--- src/hw/iopd_defines.vh ---
// Constants for the I/O power-down controller: port offsets, register
// indices, field positions, reset values and timing counts.
// Assumes inclusion by bare name from every design file that needs it.
`ifndef IOPD_DEFINES_VH
`define IOPD_DEFINES_VH

// Register port addresses
`define IOPD_ADDR_INDEX 1'h0
`define IOPD_ADDR_DATA 1'h1

// Configuration register indices
`define IOPD_IDX_FUNC_EN 3'h0
`define IOPD_IDX_PIN_HIZ 3'h1
`define IOPD_IDX_IN_BLOCK 3'h2
`define IOPD_IDX_CLK_GATE 3'h3
`define IOPD_IDX_FULL_PD 3'h4
`define IOPD_IDX_STATUS 3'h5
`define IOPD_IDX_PAR_MODE 3'h6
`define IOPD_IDX_ID 3'h7

// Function bit positions inside the per-function registers
`define IOPD_FN_FDC 0
`define IOPD_FN_UART1 1
`define IOPD_FN_UART2 2
`define IOPD_FN_PAR 3
`define IOPD_FN_IDE 4
`define IOPD_NUM_FN 5

// Full-chip power-down mode codes
`define IOPD_FULL_NONE 3'h0
`define IOPD_FULL_MODE1 3'h1
`define IOPD_FULL_MODE2 3'h2
`define IOPD_FULL_MODE3 3'h3
`define IOPD_FULL_MODE4 3'h4

// Parallel port mode field
`define IOPD_PAR_ECP_BIT 0

// Strap field positions
`define IOPD_STRAP_ECP_BIT 5
`define IOPD_STRAP_W 8

// Reset values
`define IOPD_RST_FUNC_EN 5'h00
`define IOPD_RST_ZERO5 5'h00
`define IOPD_RST_FULL_PD 3'h0
`define IOPD_RST_INDEX 3'h0
`define IOPD_ID_VALUE 8'h5a

// Timing
`define IOPD_CLK_PERIOD_NS 5
`define IOPD_OSC_START_NS 1000000
`define IOPD_OSC_START_CYC (`IOPD_OSC_START_NS / `IOPD_CLK_PERIOD_NS)
`define IOPD_STRAP_LOAD_CYC 2'h3

`endif

--- src/hw/iopd_top.v ---
// I/O power-down controller: index/data configuration registers and the
// per-function and full-chip power, clock, pin and input controls.
// Assumes a host on the same clock driving one-cycle strobes, straps on
// asynchronous pins, and functions that keep their own register contents.
//
// Functional notes
// - Disabled function is powered down; its internal registers keep their contents.
// - Each function's output pins can be made high impedance by configuration.
// - Clocked functions save power by internal clock gating or stopping the crystal.
// - Floppy, both UARTs and ECP-mode parallel port are the clock-gated functions.
// - Standard/EPP parallel port and IDE power down by blocking all access.
// - Four full-chip modes: crystal running or stopped, pins floating or driven.
// - Mode 1: crystal stopped, all pins floating, all inputs blocked.
// - Mode 2: whole chip down, crystal stopped, output pins still driven.
// - Mode 3: pins floating, inputs blocked, crystal kept running for fast wake.
// - Mode 4: whole chip down, crystal running, output pins still driven.
// - Eight per-function modes combine power-down, pin float and input block.
// - Host reaches registers through an index port and a data port.
// - Function-enable and parallel ECP-mode defaults come from strap pins captured around reset release.
//
// The placing of the registers and the strobed register port were decided locally.
`include "iopd_defines.vh"

module iopd_top #(
  parameter OSC_START_CYC = `IOPD_OSC_START_CYC,
  parameter OSC_CNT_W = 18,
  parameter [7:0] ID_VALUE = `IOPD_ID_VALUE // Arbitrary value
) (
  input wire clk_sys_in,
  input wire arst_n_in,
  input wire [`IOPD_STRAP_W-1:0] strap_in,
  input wire reg_addr_in,
  input wire [7:0] reg_wdata_in,
  input wire reg_wr_in,
  input wire reg_rd_in,
  output reg [7:0] reg_rdata_out,
  output reg osc_en_out,
  output reg [`IOPD_NUM_FN-1:0] fn_power_out,
  output reg [`IOPD_NUM_FN-1:0] fn_clk_en_out,
  output reg [`IOPD_NUM_FN-1:0] fn_access_en_out,
  output reg [`IOPD_NUM_FN-1:0] fn_pin_oe_en_out,
  output reg [`IOPD_NUM_FN-1:0] fn_input_en_out
);

  localparam NF = `IOPD_NUM_FN;

  // Configuration state
  reg [2:0] index_r;
  reg [NF-1:0] func_en_r;
  reg [NF-1:0] pin_hiz_r;
  reg [NF-1:0] in_block_r;
  reg [NF-1:0] clk_gate_r;
  reg [2:0] full_pd_r;
  reg par_ecp_r;
  reg [1:0] strap_cnt_r;
  reg strap_done_r;
  reg [7:0] rdata_nxt;

  wire [`IOPD_STRAP_W-1:0] strap_sync;
  wire osc_ready;
  wire data_wr;
  wire data_rd;
  wire full_any;
  wire full_osc_stop;
  wire full_hiz;
  wire osc_en_nxt;
  wire [NF-1:0] clocked;
  wire [NF-1:0] power_nxt;
  wire [NF-1:0] clk_en_nxt;
  wire [NF-1:0] access_nxt;
  wire [NF-1:0] oe_en_nxt;
  wire [NF-1:0] in_en_nxt;

  iopd_sync #(
    .WIDTH(`IOPD_STRAP_W)
  ) u_strap_sync (
    .clk_sys_in(clk_sys_in),
    .arst_n_in(arst_n_in),
    .async_in(strap_in),
    .sync_out(strap_sync)
  );

  iopd_osc_timer #(
    .START_CYC(OSC_START_CYC),
    .CNT_W(OSC_CNT_W)
  ) u_osc_timer (
    .clk_sys_in(clk_sys_in),
    .arst_n_in(arst_n_in),
    .osc_en_in(osc_en_out),
    .ready_out(osc_ready)
  );

  // Index port selects, data port moves the selected register
  assign data_wr = reg_wr_in && (reg_addr_in == `IOPD_ADDR_DATA);
  assign data_rd = reg_rd_in && (reg_addr_in == `IOPD_ADDR_DATA);

  // Strap capture: wait until the synchroniser holds post-reset pin values,
  // then load once. A host write in that same cycle loses to the strap.
  always @(posedge clk_sys_in or negedge arst_n_in) begin
    if (!arst_n_in) begin
      strap_cnt_r <= 2'h0;
      strap_done_r <= 1'b0;
    end else if (!strap_done_r) begin
      if (strap_cnt_r == `IOPD_STRAP_LOAD_CYC - 2'h1) begin
        strap_done_r <= 1'b1;
      end else begin
        strap_cnt_r <= strap_cnt_r + 2'h1;
      end
    end
  end

  always @(posedge clk_sys_in or negedge arst_n_in) begin
    if (!arst_n_in) begin
      index_r <= `IOPD_RST_INDEX;
      func_en_r <= `IOPD_RST_FUNC_EN;
      pin_hiz_r <= `IOPD_RST_ZERO5;
      in_block_r <= `IOPD_RST_ZERO5;
      clk_gate_r <= `IOPD_RST_ZERO5;
      full_pd_r <= `IOPD_RST_FULL_PD;
      par_ecp_r <= 1'b0;
    end else if (!strap_done_r && strap_cnt_r == `IOPD_STRAP_LOAD_CYC - 2'h1) begin
      func_en_r <= strap_sync[NF-1:0];
      par_ecp_r <= strap_sync[`IOPD_STRAP_ECP_BIT];
    end else if (reg_wr_in && reg_addr_in == `IOPD_ADDR_INDEX) begin
      index_r <= reg_wdata_in[2:0];
    end else if (data_wr) begin
      case (index_r)
        `IOPD_IDX_FUNC_EN: func_en_r <= reg_wdata_in[NF-1:0];
        `IOPD_IDX_PIN_HIZ: pin_hiz_r <= reg_wdata_in[NF-1:0];
        `IOPD_IDX_IN_BLOCK: in_block_r <= reg_wdata_in[NF-1:0];
        `IOPD_IDX_CLK_GATE: clk_gate_r <= reg_wdata_in[NF-1:0];
        `IOPD_IDX_FULL_PD: begin
          // Codes above mode 4 are ignored
          if (reg_wdata_in[2:0] <= `IOPD_FULL_MODE4) begin
            full_pd_r <= reg_wdata_in[2:0];
          end
        end
        `IOPD_IDX_PAR_MODE: par_ecp_r <= reg_wdata_in[`IOPD_PAR_ECP_BIT];
        default: begin
        end
      endcase
    end
  end

  // Full-chip mode decode
  assign full_any = (full_pd_r != `IOPD_FULL_NONE);
  assign full_osc_stop = (full_pd_r == `IOPD_FULL_MODE1) ||
                         (full_pd_r == `IOPD_FULL_MODE2);
  assign full_hiz = (full_pd_r == `IOPD_FULL_MODE1) ||
                    (full_pd_r == `IOPD_FULL_MODE3);
  assign osc_en_nxt = !full_osc_stop;

  // Clock-driven set: parallel port joins only in ECP mode
  assign clocked = {1'b0, par_ecp_r, 3'b111};

  genvar gi;
  generate
    for (gi = 0; gi < NF; gi = gi + 1) begin : g_fn
      // Power removal only; the function keeps its data registers
      assign power_nxt[gi] = func_en_r[gi] && !full_any;
      // Clocks held off until the crystal is stable again
      assign clk_en_nxt[gi] = clocked[gi] && power_nxt[gi] && !clk_gate_r[gi] &&
                              osc_ready;
      // Non-clocked functions are powered down by refusing access
      assign access_nxt[gi] = power_nxt[gi] &&
                              (!clocked[gi] || osc_ready);
      assign oe_en_nxt[gi] = !pin_hiz_r[gi] && !full_hiz;
      assign in_en_nxt[gi] = !in_block_r[gi] && !full_hiz;
    end
  endgenerate

  always @* begin
    rdata_nxt = 8'h00;
    if (reg_rd_in && reg_addr_in == `IOPD_ADDR_INDEX) begin
      rdata_nxt = {5'h00, index_r};
    end else if (data_rd) begin
      case (index_r)
        `IOPD_IDX_FUNC_EN: rdata_nxt = {3'h0, func_en_r};
        `IOPD_IDX_PIN_HIZ: rdata_nxt = {3'h0, pin_hiz_r};
        `IOPD_IDX_IN_BLOCK: rdata_nxt = {3'h0, in_block_r};
        `IOPD_IDX_CLK_GATE: rdata_nxt = {3'h0, clk_gate_r};
        `IOPD_IDX_FULL_PD: rdata_nxt = {5'h00, full_pd_r};
        `IOPD_IDX_STATUS: rdata_nxt = {4'h0, strap_done_r, full_hiz, osc_en_out, osc_ready};
        `IOPD_IDX_PAR_MODE: rdata_nxt = {7'h00, par_ecp_r};
        `IOPD_IDX_ID: rdata_nxt = ID_VALUE;
        default: rdata_nxt = 8'h00;
      endcase
    end
  end

  // All outputs registered; read data stand for one cycle only
  always @(posedge clk_sys_in or negedge arst_n_in) begin
    if (!arst_n_in) begin
      reg_rdata_out <= 8'h00;
      osc_en_out <= 1'b1;
      fn_power_out <= {NF{1'b0}};
      fn_clk_en_out <= {NF{1'b0}};
      fn_access_en_out <= {NF{1'b0}};
      fn_pin_oe_en_out <= {NF{1'b0}};
      fn_input_en_out <= {NF{1'b0}};
    end else begin
      reg_rdata_out <= rdata_nxt;
      osc_en_out <= osc_en_nxt;
      fn_power_out <= power_nxt;
      fn_clk_en_out <= clk_en_nxt;
      fn_access_en_out <= access_nxt;
      fn_pin_oe_en_out <= oe_en_nxt;
      fn_input_en_out <= in_en_nxt;
    end
  end

endmodule // iopd_top

--- src/hw/iopd_sync.v ---
// Two-flop synchroniser for asynchronous pin levels.
// Assumes the inputs are quasi-static levels; no event is carried.
module iopd_sync #(
  parameter WIDTH = 8
) (
  input wire clk_sys_in,
  input wire arst_n_in,
  input wire [WIDTH-1:0] async_in,
  output reg [WIDTH-1:0] sync_out
);

  reg [WIDTH-1:0] meta_r;

  always @(posedge clk_sys_in or negedge arst_n_in) begin
    if (!arst_n_in) begin
      meta_r <= {WIDTH{1'b0}};
      sync_out <= {WIDTH{1'b0}};
    end else begin
      meta_r <= async_in;
      sync_out <= meta_r;
    end
  end

endmodule // iopd_sync

--- src/hw/iopd_osc_timer.v ---
// Crystal restart timer: reports ready once the oscillator has run
// for START_CYC cycles since it was last enabled.
// Assumes osc_en_in comes from a flop on the same clock.
module iopd_osc_timer #(
  parameter START_CYC = 200000,
  parameter CNT_W = 18
) (
  input wire clk_sys_in,
  input wire arst_n_in,
  input wire osc_en_in,
  output reg ready_out
);

  reg [CNT_W-1:0] cnt_r;

  // Counts from reset too: the crystal is assumed cold at power-on
  always @(posedge clk_sys_in or negedge arst_n_in) begin
    if (!arst_n_in) begin
      cnt_r <= {CNT_W{1'b0}};
      ready_out <= 1'b0;
    end else if (!osc_en_in) begin
      cnt_r <= {CNT_W{1'b0}};
      ready_out <= 1'b0;
    end else if (!ready_out) begin
      if (cnt_r == START_CYC[CNT_W-1:0] - {{(CNT_W-1){1'b0}}, 1'b1}) begin
        ready_out <= 1'b1;
      end else begin
        cnt_r <= cnt_r + {{(CNT_W-1){1'b0}}, 1'b1};
      end
    end
  end

endmodule // iopd_osc_timer

--- config.mk ---
export PLATFORM = sky130hd
export DESIGN_NAME = iopd_top
export DESIGN_NICKNAME = d
export VERILOG_FILES = /design/src/hw/iopd_top.v /design/src/hw/iopd_sync.v /design/src/hw/iopd_osc_timer.v
export VERILOG_INCLUDE_DIRS = /design/src /design/src/hw
export SDC_FILE = /design/constraint.sdc
export NUM_CORES = 1
export LEC_CHECK = 0
export ABC_CLOCK_PERIOD_IN_PS = 3600
export BUFFER_PORTS_ARGS = -buffer_cell sky130_fd_sc_hd__buf_4
export CORE_MARGIN = 2
export CORE_UTILIZATION = 55
export DETAILED_ROUTE_END_ITERATION = 8
export PLACE_DENSITY = 0.75
export SYNTH_ARGS = -nofsm -noshare
export SYNTH_HDL_FRONTEND = slang
export SYNTH_SLANG_ARGS = --single-unit
--- constraint.sdc ---
create_clock -name clk_sys_in -period 3.6 [get_ports clk_sys_in]
set_input_delay 0.9 -clock clk_sys_in [delete_from_list [all_inputs] [get_ports clk_sys_in]]
set_output_delay 0.9 -clock clk_sys_in [all_outputs]
set_load 0.005 [all_outputs]
Word-level counts from Yosys, hierarchy flattened
Cells that the tools add are included.

Output and inout bits: 34. Word-level logic and storage cells: 131. Register bits: 94. Bits of input ports: 21.

Bitwise operators: 5. Add/sub/neg operators: 2. Equal/unequal tests: 15. Reduce and logical (&&, ||, !) cells: 69. $lt $le $gt $ge: 1. Mux-type cells: 19.

Operators by type and width (number): $pmux 8 s8 (1); $mux 18 (3); $logic_and 1x1->1 (33); $mux 5 (4); $logic_not 1->1 (19); $add 18x1->18 const B (1); $eq 18x18->1 const B (1); $mux 8 (2); $eq 3x2->1 const B (4); $eq 3x3->1 const B (4); $reduce_and 4->1 (3); $mux 1 (9); $eq 3x1->1 const B (2); $ne 2x2->1 const B (3); $reduce_and 2->1 (3); $reduce_and 3->1 (2); $reduce_bool 2->1 (3); $not 1->1 (5); $reduce_and 5->1 (1); $le 3x3->1 const B (1); $logic_not 3->1 (1); $logic_or 1x1->1 (3); $reduce_bool 3->1 (1); $add 2x1->2 const B (1); $eq 2x2->1 const B (1).

Depth between registers and ports, before layout
Gate-level depths: netlist of run 1.

Depth in word-level cells: 6. Gate-level depth with buffers: 8. Gate-level depth less buffers: 7.

Hierarchy
Synthesis of run 1 repeated with hierarchy kept, for this count alone.

Cells, all modules: 342. Area total of the unflattened synthesis: 3982.6 sq um.

Modules (own cells, without submodules): iopd_top (cells an instance 222, area each 2572.5 sq um, sequential area each 1502.7 sq um, times used 1); iopd_osc_timer (cells an instance 104, area each 1009.7 sq um, sequential area each 475.5 sq um, times used 1); iopd_sync (cells an instance 16, area each 400.4 sq um, sequential area each 400.4 sq um, times used 1).

Least setup slack after synthesis of run 1
No wires, ideal clock.

Kind: in2reg. From: input reg_addr_in. To: register in_block_r[0]. Data arrival time: 2094 ps. Stages on the path: 4. Required time: 3475 ps. Library setup time: 125 ps. Slack: 1381 ps. Path buffers: 1. Cell sequence: clkbuf_1 > nand2_1 > nor3_1 > mux2_2.

Cells in the longest elaborated chain, start to end: 4. Elaborated cells between the ends (all ways): 5. Those cells by class: bitwise: 2; reduce/logical: 3.

Ends and longest elaborated chain: start: declaration (line iopd_top.v:32) `input wire reg_addr_in,`; $not 1->1 (no line); $logic_and 1x1->1 (no line); $not 1->1 (no line); $reduce_and 4->1 (no line) *; end signal: assignment (line iopd_top.v:117) `` in_block_r <= `IOPD_RST_ZERO5; ``; end signal: assignment (line iopd_top.v:130) `` `IOPD_IDX_IN_BLOCK: in_block_r <= reg_wdata_in[NF-1:0]; ``; end: declaration (line iopd_top.v:51) `reg [NF-1:0] in_block_r;`.

Every way passes the cells marked *; elsewhere a longest branch is shown, timed or not. A chain may end at the register's enable or synchronous reset.

Final worst setup path of run 1
From: register index_r[1]. To: register in_block_r[3].

Cells in the longest elaborated chain, start to end: 2.

Ends and longest elaborated chain: start: declaration (line iopd_top.v:48) `reg [2:0] index_r;`; start signal: assignment (line iopd_top.v:114) `` index_r <= `IOPD_RST_INDEX; ``; start signal: assignment (line iopd_top.v:125) `index_r <= reg_wdata_in[2:0];`; $eq 3x2->1 (line iopd_top.v:127) `case (index_r)`; $reduce_and 4->1 (no line).

No other way between the ends.

==> results summary, run 1 <==
The worst hold slack came out at 0.353 ns. The wire length per cell came out at 15.7 um. The final setup violation count is 0. At the end of the flow, the number of nets in the layout was 409. The number of max-capacitance violations reported is 0. The root buffer cell chosen for the clock tree is sky130_fd_sc_hd__clkbuf_8. The worst-case setup slack after placement is 1.20 ns. The height of the die is 87.7 um. The first global-routing pass estimated 12600 um of wire.

After synthesis, the netlist uses 54 different library cells. Entering global routing, the biggest net connects 92 pins. The library cell with the highest instance count after synthesis is sky130_fd_sc_hd__dfrtp_1. The flip-flop and latch count after synthesis is 91.

The number of diodes added for antenna fixing is 0. The worst path arrival time is 2.69 ns. Once routing completed, OpenROAD measured the worst setup slack at 1.15 ns. Global routing consumed, over all layers together, 21.6% of the routing resources. The number of nets with antenna violations after detailed routing came out at 0. On the worst path, the slowest cell contributes a delay of 0.72 ns. Clock tree synthesis inserted a total of 9 buffers. STA classifies the critical path startpoint as a flop. The Yosys step of the flow raised 0 warnings. The ratio of final minimum period to clock period came out at 68.2%.

The number of instances in the synthesized netlist came out at 348. TritonCTS built the clock tree. The ratio of cells with drive above 1 in the final layout came out at 22.9%.

The commonest cells after synthesis are sky130_fd_sc_hd__dfrtp_1, sky130_fd_sc_hd__nand2_1, sky130_fd_sc_hd__nor2_1. The critical path is of the reg -> reg type. The clock passes through at most 2 buffers. The number of I/O pins is 55.

The leading area contributor after synthesis is sky130_fd_sc_hd__dfrtp_1. The detailed-router iteration count before antenna repair came out at 4. After clock tree synthesis, the repair step resized 0 gates.

The static leakage came out at 2.06 nW. The power density over the cells is 618 nW/um2. The number of global-route vias before repair is 2535.

The final total negative setup slack came out at 0 ns. The total of fill cells in the finished design is 526. The die extent in x came out at 87.7 um. The share of synthesized flip-flops with an asynchronous set or reset came out at 100%. The count of hold-fix buffers inserted at cts is 0. The most used flip-flop cell after synthesis is sky130_fd_sc_hd__dfrtp_1. The cell area after synthesis is 3850 um2. The final estimated routing congestion in global placement came out at 0.930. The aggregate global routing overflow is 0. The clock reaches the later pin of the worst-skew pair after 0.35 ns.

The share of the yosys chip area belonging to registers is 59.2%. Setup repair after global routing left no endpoint under its margin. Including well taps, the total number of placed cells is 471. The initial antenna violation count is 0.

The floorplan step defined a die boundary enclosing 7690 um2. The largest fanout on the critical path is 19. The time the worst path needs with I/O delays and setup is 2.45 ns. The total count of max-transition violations in the final report came out at 0. The number of flops mapped to enable cells by yosys is 0. The clock slew seen by the registers of the worst setup and hold paths is 0.08 ns. The highest achievable clock rate is 0.407 GHz.

Compared with the post-synthesis result, the final layout area differs by 14.2%. Ranked by total cell area, the synthesized netlist is headed by sky130_fd_sc_hd__dfrtp_1, sky130_fd_sc_hd__mux2_2, sky130_fd_sc_hd__nand2_1, sky130_fd_sc_hd__nor2_1, sky130_fd_sc_hd__and2_1. VDD sags by at most 341 uV. The count of buffers added on input and output ports is 46. The buffers inserted during post-CTS setup optimization is 0. The H-tree depth is 3. The critical path data required time is 3.83 ns.

On the critical path, the stage with the largest delay is an instance of sky130_fd_sc_hd__nor3_1. The final layout contains routed wiring with a total length of 7600 um. The top cell family by delay on the critical path is simple AND/OR/NAND/NOR gates. The final number of hold-violating endpoints is 0. The number of clock sinks came out at 91. The kind of path behind the tightest hold check is reg -> reg. The flow ran to the end, and the final reports show no timing, DRC or antenna violations. The signal on the critical path passes through nor2b_1 > nand2_1 > nor3_1 > mux2_2. The post-DP HPWL is 5110 um. The top cell type by area accounts for 58.5% of the synthesized area. In this run the tightest slew margin relative to its limit is 27.3%. In this run, the number of DRC markers left after iteration 0 of detailed routing was 312. The count of vias placed by the detailed router is 2666. The total cell area at the placement stage came out at 4230 um2. The total DRC errors in the routed layout came out at 0. After routing the design area is 4400 um2.

The starting density of the core is 56.7%. The average instance area after synthesis came out at 11.1 um2. The site row count came out at 30. The filler-free cell count of the finished design is 484. The actual transition at the worst max-transition pin is 1.09 ns.

The core region area came out at 6790 um2. The via-per-instance ratio came out at 5.51. Together, buffers and inverters on the worst path number 0.

The critical path capture point type is a flop. The clock skew after layout came out at 0.00754 ns.
layout make-up:
| cell class | instances | area, um2 | area share (%) |
|---|---|---|---|
| repair buffers | 46 | 345 | 7.85 |
| well taps | 96 | 120 | 2.73 |
| flip-flops and latches | 91 | 2280 | 51.8 |
| clock buffers | 10 | 128 | 2.90 |
| multi-input cells | 227 | 1440 | 32.8 |
| clock inverters | 3 | 42.5 | 0.967 |
| inverters | 11 | 41.3 | 0.939 |
sequential cells by signal, summed over array words and instances, names as in the netlist, 6 cells and up:
register               cells
u_osc_timer.cnt_r         18
reg_rdata_out              6
u_strap_sync.meta_r        6
u_strap_sync.sync_out      6
cells in the final DEF, fill, tap and decap left out, types with 2 or more instances in the layout:
master	synthesis	routed
sky130_fd_sc_hd__a21boi_0	2	2
sky130_fd_sc_hd__a21oi_1	10	10
sky130_fd_sc_hd__a31oi_1	5	5
sky130_fd_sc_hd__and2_1	14	14
sky130_fd_sc_hd__and3_1	6	6
sky130_fd_sc_hd__buf_4	4	46
sky130_fd_sc_hd__clkbuf_8	0	9
sky130_fd_sc_hd__conb_1	1	3
sky130_fd_sc_hd__dfrtp_1	90	90
sky130_fd_sc_hd__ha_1	2	2
sky130_fd_sc_hd__inv_1	11	11
sky130_fd_sc_hd__mux2_2	21	21
sky130_fd_sc_hd__mux2i_1	7	7
sky130_fd_sc_hd__nand2_1	38	38
sky130_fd_sc_hd__nand2b_1	6	6
sky130_fd_sc_hd__nand3_1	7	7
sky130_fd_sc_hd__nand4_1	6	6
sky130_fd_sc_hd__nor2_1	24	24
sky130_fd_sc_hd__nor2b_1	10	10
sky130_fd_sc_hd__nor3_1	8	8
sky130_fd_sc_hd__o21a_1	2	2
sky130_fd_sc_hd__o21ai_0	16	16
sky130_fd_sc_hd__or3_1	3	3
sky130_fd_sc_hd__or4_1	2	2
sky130_fd_sc_hd__xnor2_1	5	5
sky130_fd_sc_hd__xor2_1	5	5
cells by family (layout without fill, tap and decap cells):
logic type               Yosys count  count (layout)  synth area share, %
flip-flops                        91              91                 59.2
buffers and inverters             32              70                 3.57
AND/OR/NAND/NOR                  136             136                 18.5
XOR/XNOR                          10              10                 2.27
AO/OA/AOI/OAI                     48              48                 7.77
adder cells (fa/ha/maj)            2               2                0.650
multiplexers                      28              28                 7.96
other                              1               3               0.0974
worst paths after layout:
kind	startpoint	depth (start not counted)	slack, ns	endpoint
max	index_r[1]$_DFFE_PN0P_	4	1.15	in_block_r[3]$_DFFE_PN0P_
min	u_strap_sync.meta_r[0]$_DFF_PN0_	0	0.35	u_strap_sync.sync_out[0]$_DFF_PN0_
max reg2reg	index_r[1]$_DFFE_PN0P_	4	1.15	in_block_r[3]$_DFFE_PN0P_
min reg2reg	u_strap_sync.meta_r[0]$_DFF_PN0_	0	0.35	u_strap_sync.sync_out[0]$_DFF_PN0_
max in group asynchronous	arst_n_in	1	2.16	u_strap_sync.meta_r[3]$_DFF_PN0_
min in group asynchronous	arst_n_in	1	0.75	fn_input_en_out[4]$_DFF_PN0_
per-stage QoR:
step / power, mW / utilization [%]
floorplan: 1.79 / -
global placement: 2.07 / 62.2
detailed placement: 2.10 / 62.2
CTS: 2.74 / 64.7
global route: 2.89 / 64.7
finish: 2.72 / 64.7
routing by layer:
layer	vias to the layer above	wire [um]	track usage (%)
met3	14	403	4.90
li1	1256	-	-
met2	79	3570	31.8
met4	0	161	8.81
met1	1317	3470	31.4
met5	-	0	0
power by group:
| part | switching [mW] | leakage, nW | internal (mW) |
|---|---|---|---|
| sequential | 0.209 | 1.14 | 1.27 |
| clock | 0.327 | 0.0841 | 0.309 |
| combinational | 0.269 | 0.842 | 0.338 |
| total | 0.806 | 2.06 | 1.91 |
(Power assumes the default switching activity.)
==> run 2, diff against run 1 <==
--- a/config.mk
+++ b/config.mk
@@ -6,7 +6,7 @@
 export SDC_FILE = /design/constraint.sdc
 export NUM_CORES = 1
 export LEC_CHECK = 0
-export ABC_CLOCK_PERIOD_IN_PS = 3600
+export ABC_CLOCK_PERIOD_IN_PS = 2300
 export BUFFER_PORTS_ARGS = -buffer_cell sky130_fd_sc_hd__buf_4
 export CORE_MARGIN = 2
 export CORE_UTILIZATION = 55
==> constraint.sdc (replaced) <==
create_clock -name clk_sys_in -period 2.3 [get_ports clk_sys_in]
set_input_delay 0.575 -clock clk_sys_in [delete_from_list [all_inputs] [get_ports clk_sys_in]]
set_output_delay 0.575 -clock clk_sys_in [all_outputs]
set_load 0.005 [all_outputs]
==> run 2 against run 1 <==
Compared with the run above: sequential power increased by 54%; sequential share of layout area decreased by 1.4 points; global-route usage increased by 0.69 points; clock skew increased by 0.0023 ns; critical path type unchanged; largest cell class unchanged; highest routed layer unchanged.
==> results summary, run 2 (synthesis results as in run 1) <==
The count of nets after finishing is 422. Clock tree synthesis selected as its root buffer the cell sky130_fd_sc_hd__clkbuf_8. The starting density of the core came out at 56.7%. The ratio of cells with drive above 1 in the final layout came out at 25.7%. The number of global-route vias before repair is 2529. The count of vias placed by the detailed router came out at 2679. The clock net in this run drives a total of 91 sinks. The critical path crosses 6 cells after its start point.

The kind of path behind the tightest hold check is in -> async. The first-pass GRT wire length is 12900 um. The initial antenna violation count is 0. Buffers placed on the I/O ports in this run total 46. The final total negative setup slack came out at 0 ns. The worst path arrival time came out at 2.27 ns.

The clock skew after layout is 0.00988 ns. The number of cell instances on the worst register-to-register path came out at 6. The total of fill cells in the finished design came out at 532. Power spread over the standard cell area amounts to 948 nW/um2. The die covers 7690 um2. The final number of hold-violating endpoints came out at 0.

The site row count came out at 30. The maximum root-to-sink buffer count is 2. Summing all multi-input logic gate instances after layout gives 1440 um2. The H-tree depth came out at 3.

The total buffers and inverters traversed by the critical path is 0. The power consumption came out at 4.29 mW. The height of the die is 87.7 um. The ratio of final minimum period to clock period came out at 87.7%.

The die extent in x came out at 87.7 um. The largest fanout on the critical path is 4. The area of all placed cells without fillers came out at 4520 um2. The core region area is 6790 um2. The most common cell after layout, fill and taps aside is sky130_fd_sc_hd__dfrtp_1. Data on the critical path is required at its endpoint by 2.55 ns. The via-per-instance ratio is 5.36. Setup repair after global routing left no endpoint under its margin. The flow ran to the end, and the final reports show no timing, DRC or antenna violations. The highest achievable clock rate is 0.496 GHz. The area growth from synthesis to final layout came out at 17.3%. The aggregate global routing overflow is 0.

Counting the buffers created by CTS gives 9. The worst setup path is launched from a flop. The final estimated routing congestion in global placement came out at 0.940.

The clock slew seen by the registers of the worst setup and hold paths is 0.09 ns. In this run the remaining antenna-violating nets after routing total 0. For this design, the slowest cell found on the critical path is sky130_fd_sc_hd__or4_4.

The total DRC errors in the routed layout is 0. In the final routed layout, each cell accounts on average for 15.5 um. After clock tree synthesis, the flow added hold-fix buffers numbering 0. The number of instances resized during post-cts repair is 0. The detailed-router iteration count before antenna repair came out at 4. The buffers inserted during post-CTS setup optimization came out at 0.

The post-DP HPWL came out at 5590 um. The number of diodes added for antenna fixing came out at 0. The number of DRC violations after detailed-routing iteration 0 came out at 167.

The insertion delay of the later-clocked pin in the worst-skew pair came out at 0.35 ns. The overall fraction of global-route tracks in use came out at 22.3%. The critical path goes through ha_1 > nand3_2 > or3_4 > or4_4 > xnor2_1 > and2_1. The number of I/O pins came out at 55. The delay contributed by the slowest stage of the critical path came out at 0.49 ns. The number of max-capacitance violations reported is 0. The critical path is of the reg -> reg type. On the critical path the largest part of the delay comes from simple AND/OR/NAND/NOR gates.

In this run the static leakage power is 2.14 nW. The routed design has 7770 um of wire. The worst hold slack is 0.120 ns. The clock period could shrink to 2.02 ns. The worst setup path is captured at a flop. u_osc_timer.cnt_r holds more flip-flops than any other register. The final setup violation count is 0. VDD sags by at most 571 uV. The startpoint of the most critical register-to-register path is u_osc_timer.cnt_r[0]$_DFFE_PN0P_. The total cell area at the placement stage came out at 4340 um2. TritonCTS built the clock tree. The register cell area after layout is 2280 um2. The most critical setup path has its startpoint at u_osc_timer.cnt_r[0]$_DFFE_PN0P_.

The total count of max-transition violations in the final report is 0. Entering global routing, the biggest net connects 35 pins. Leaving out fill and tap cells, the most frequent cells in the layout are sky130_fd_sc_hd__dfrtp_1, sky130_fd_sc_hd__buf_4, sky130_fd_sc_hd__nand2_1. The flip-flop count of the largest register after layout came out at 18.
run 2: changes by cell type in the layout (fill, tap and decap cells not counted):
| cell | delta |
|---|---|
| sky130_fd_sc_hd__clkinv_4 | +2 |
| sky130_fd_sc_hd__buf_4 | +12 |
| sky130_fd_sc_hd__clkbuf_8 | +2 |
| sky130_fd_sc_hd__clkbuf_1 | +1 |
| sky130_fd_sc_hd__buf_12 | +1 |
| sky130_fd_sc_hd__clkinvlp_4 | -1 |
| sky130_fd_sc_hd__bufinv_16 | -1 |
run 2: path summary, 6_finish.rpt:
path                                                            to  slack (ns)
max in group asynchronous                fn_power_out[1]$_DFF_PN0_        1.63
min in group clk_sys_in           u_strap_sync.meta_r[4]$_DFF_PN0_        0.33
worst max register to register   u_osc_timer.cnt_r[14]$_DFFE_PN0P_        0.28
worst min-delay path                  fn_input_en_out[2]$_DFF_PN0_        0.12
worst max-delay path             u_osc_timer.cnt_r[14]$_DFFE_PN0P_        0.28
worst min register to register  u_strap_sync.sync_out[0]$_DFF_PN0_        0.35
run 2: layout make-up:
class                           count  share of cell area (%)
Timing Repair Buffer               59                    10.1
Inverter                           11                   0.914
Multi-Input combinational cell    227                    31.9
Sequential cell                    91                    50.4
Clock buffer                       13                    3.52
Clock inverter                      3                   0.498
Tap cell                           96                    2.66
run 2: power by group:
part | switching [mW] | leakage, nW | total (mW) | internal (mW)
Combinational | 0.461 | 0.911 | 1.03 | 0.572
Sequential | 0.287 | 1.14 | 2.27 | 1.98
Clock | 0.531 | 0.0936 | 0.986 | 0.455
Total | 1.28 | 2.14 | 4.29 | 3.01
run 2: routing by layer:
layer / vias up / share of wire [%] / GRT usage (%)
met1: 1319 / 48 / 33.2
met4: 0 / 1.6 / 8.25
met2: 74 / 46 / 33.1
li1: 1277 / - / -
met5: - / 0 / 0
met3: 9 / 4.3 / 4.05
run 2: stage by stage:
stage / worst slack [ns] / instances / utilization, %
finish: 0.282 / 500 / 66.5
global route: 0.207 / 500 / 66.5
CTS: 0.273 / 500 / 66.5
detailed placement: 0.283 / 484 / 63.8
global placement: 0.311 / 484 / 63.8
floorplan: 0.383 / 350 / -
run 2: worst reg2reg max path, cell delays in order (launching register included):
cell and delay, ns:
sky130_fd_sc_hd__dfrtp_1 0.40, sky130_fd_sc_hd__ha_1 0.22, sky130_fd_sc_hd__nand3_2 0.13, sky130_fd_sc_hd__or3_4 0.41, sky130_fd_sc_hd__or4_4 0.49, sky130_fd_sc_hd__xnor2_1 0.13, sky130_fd_sc_hd__and2_1 0.15
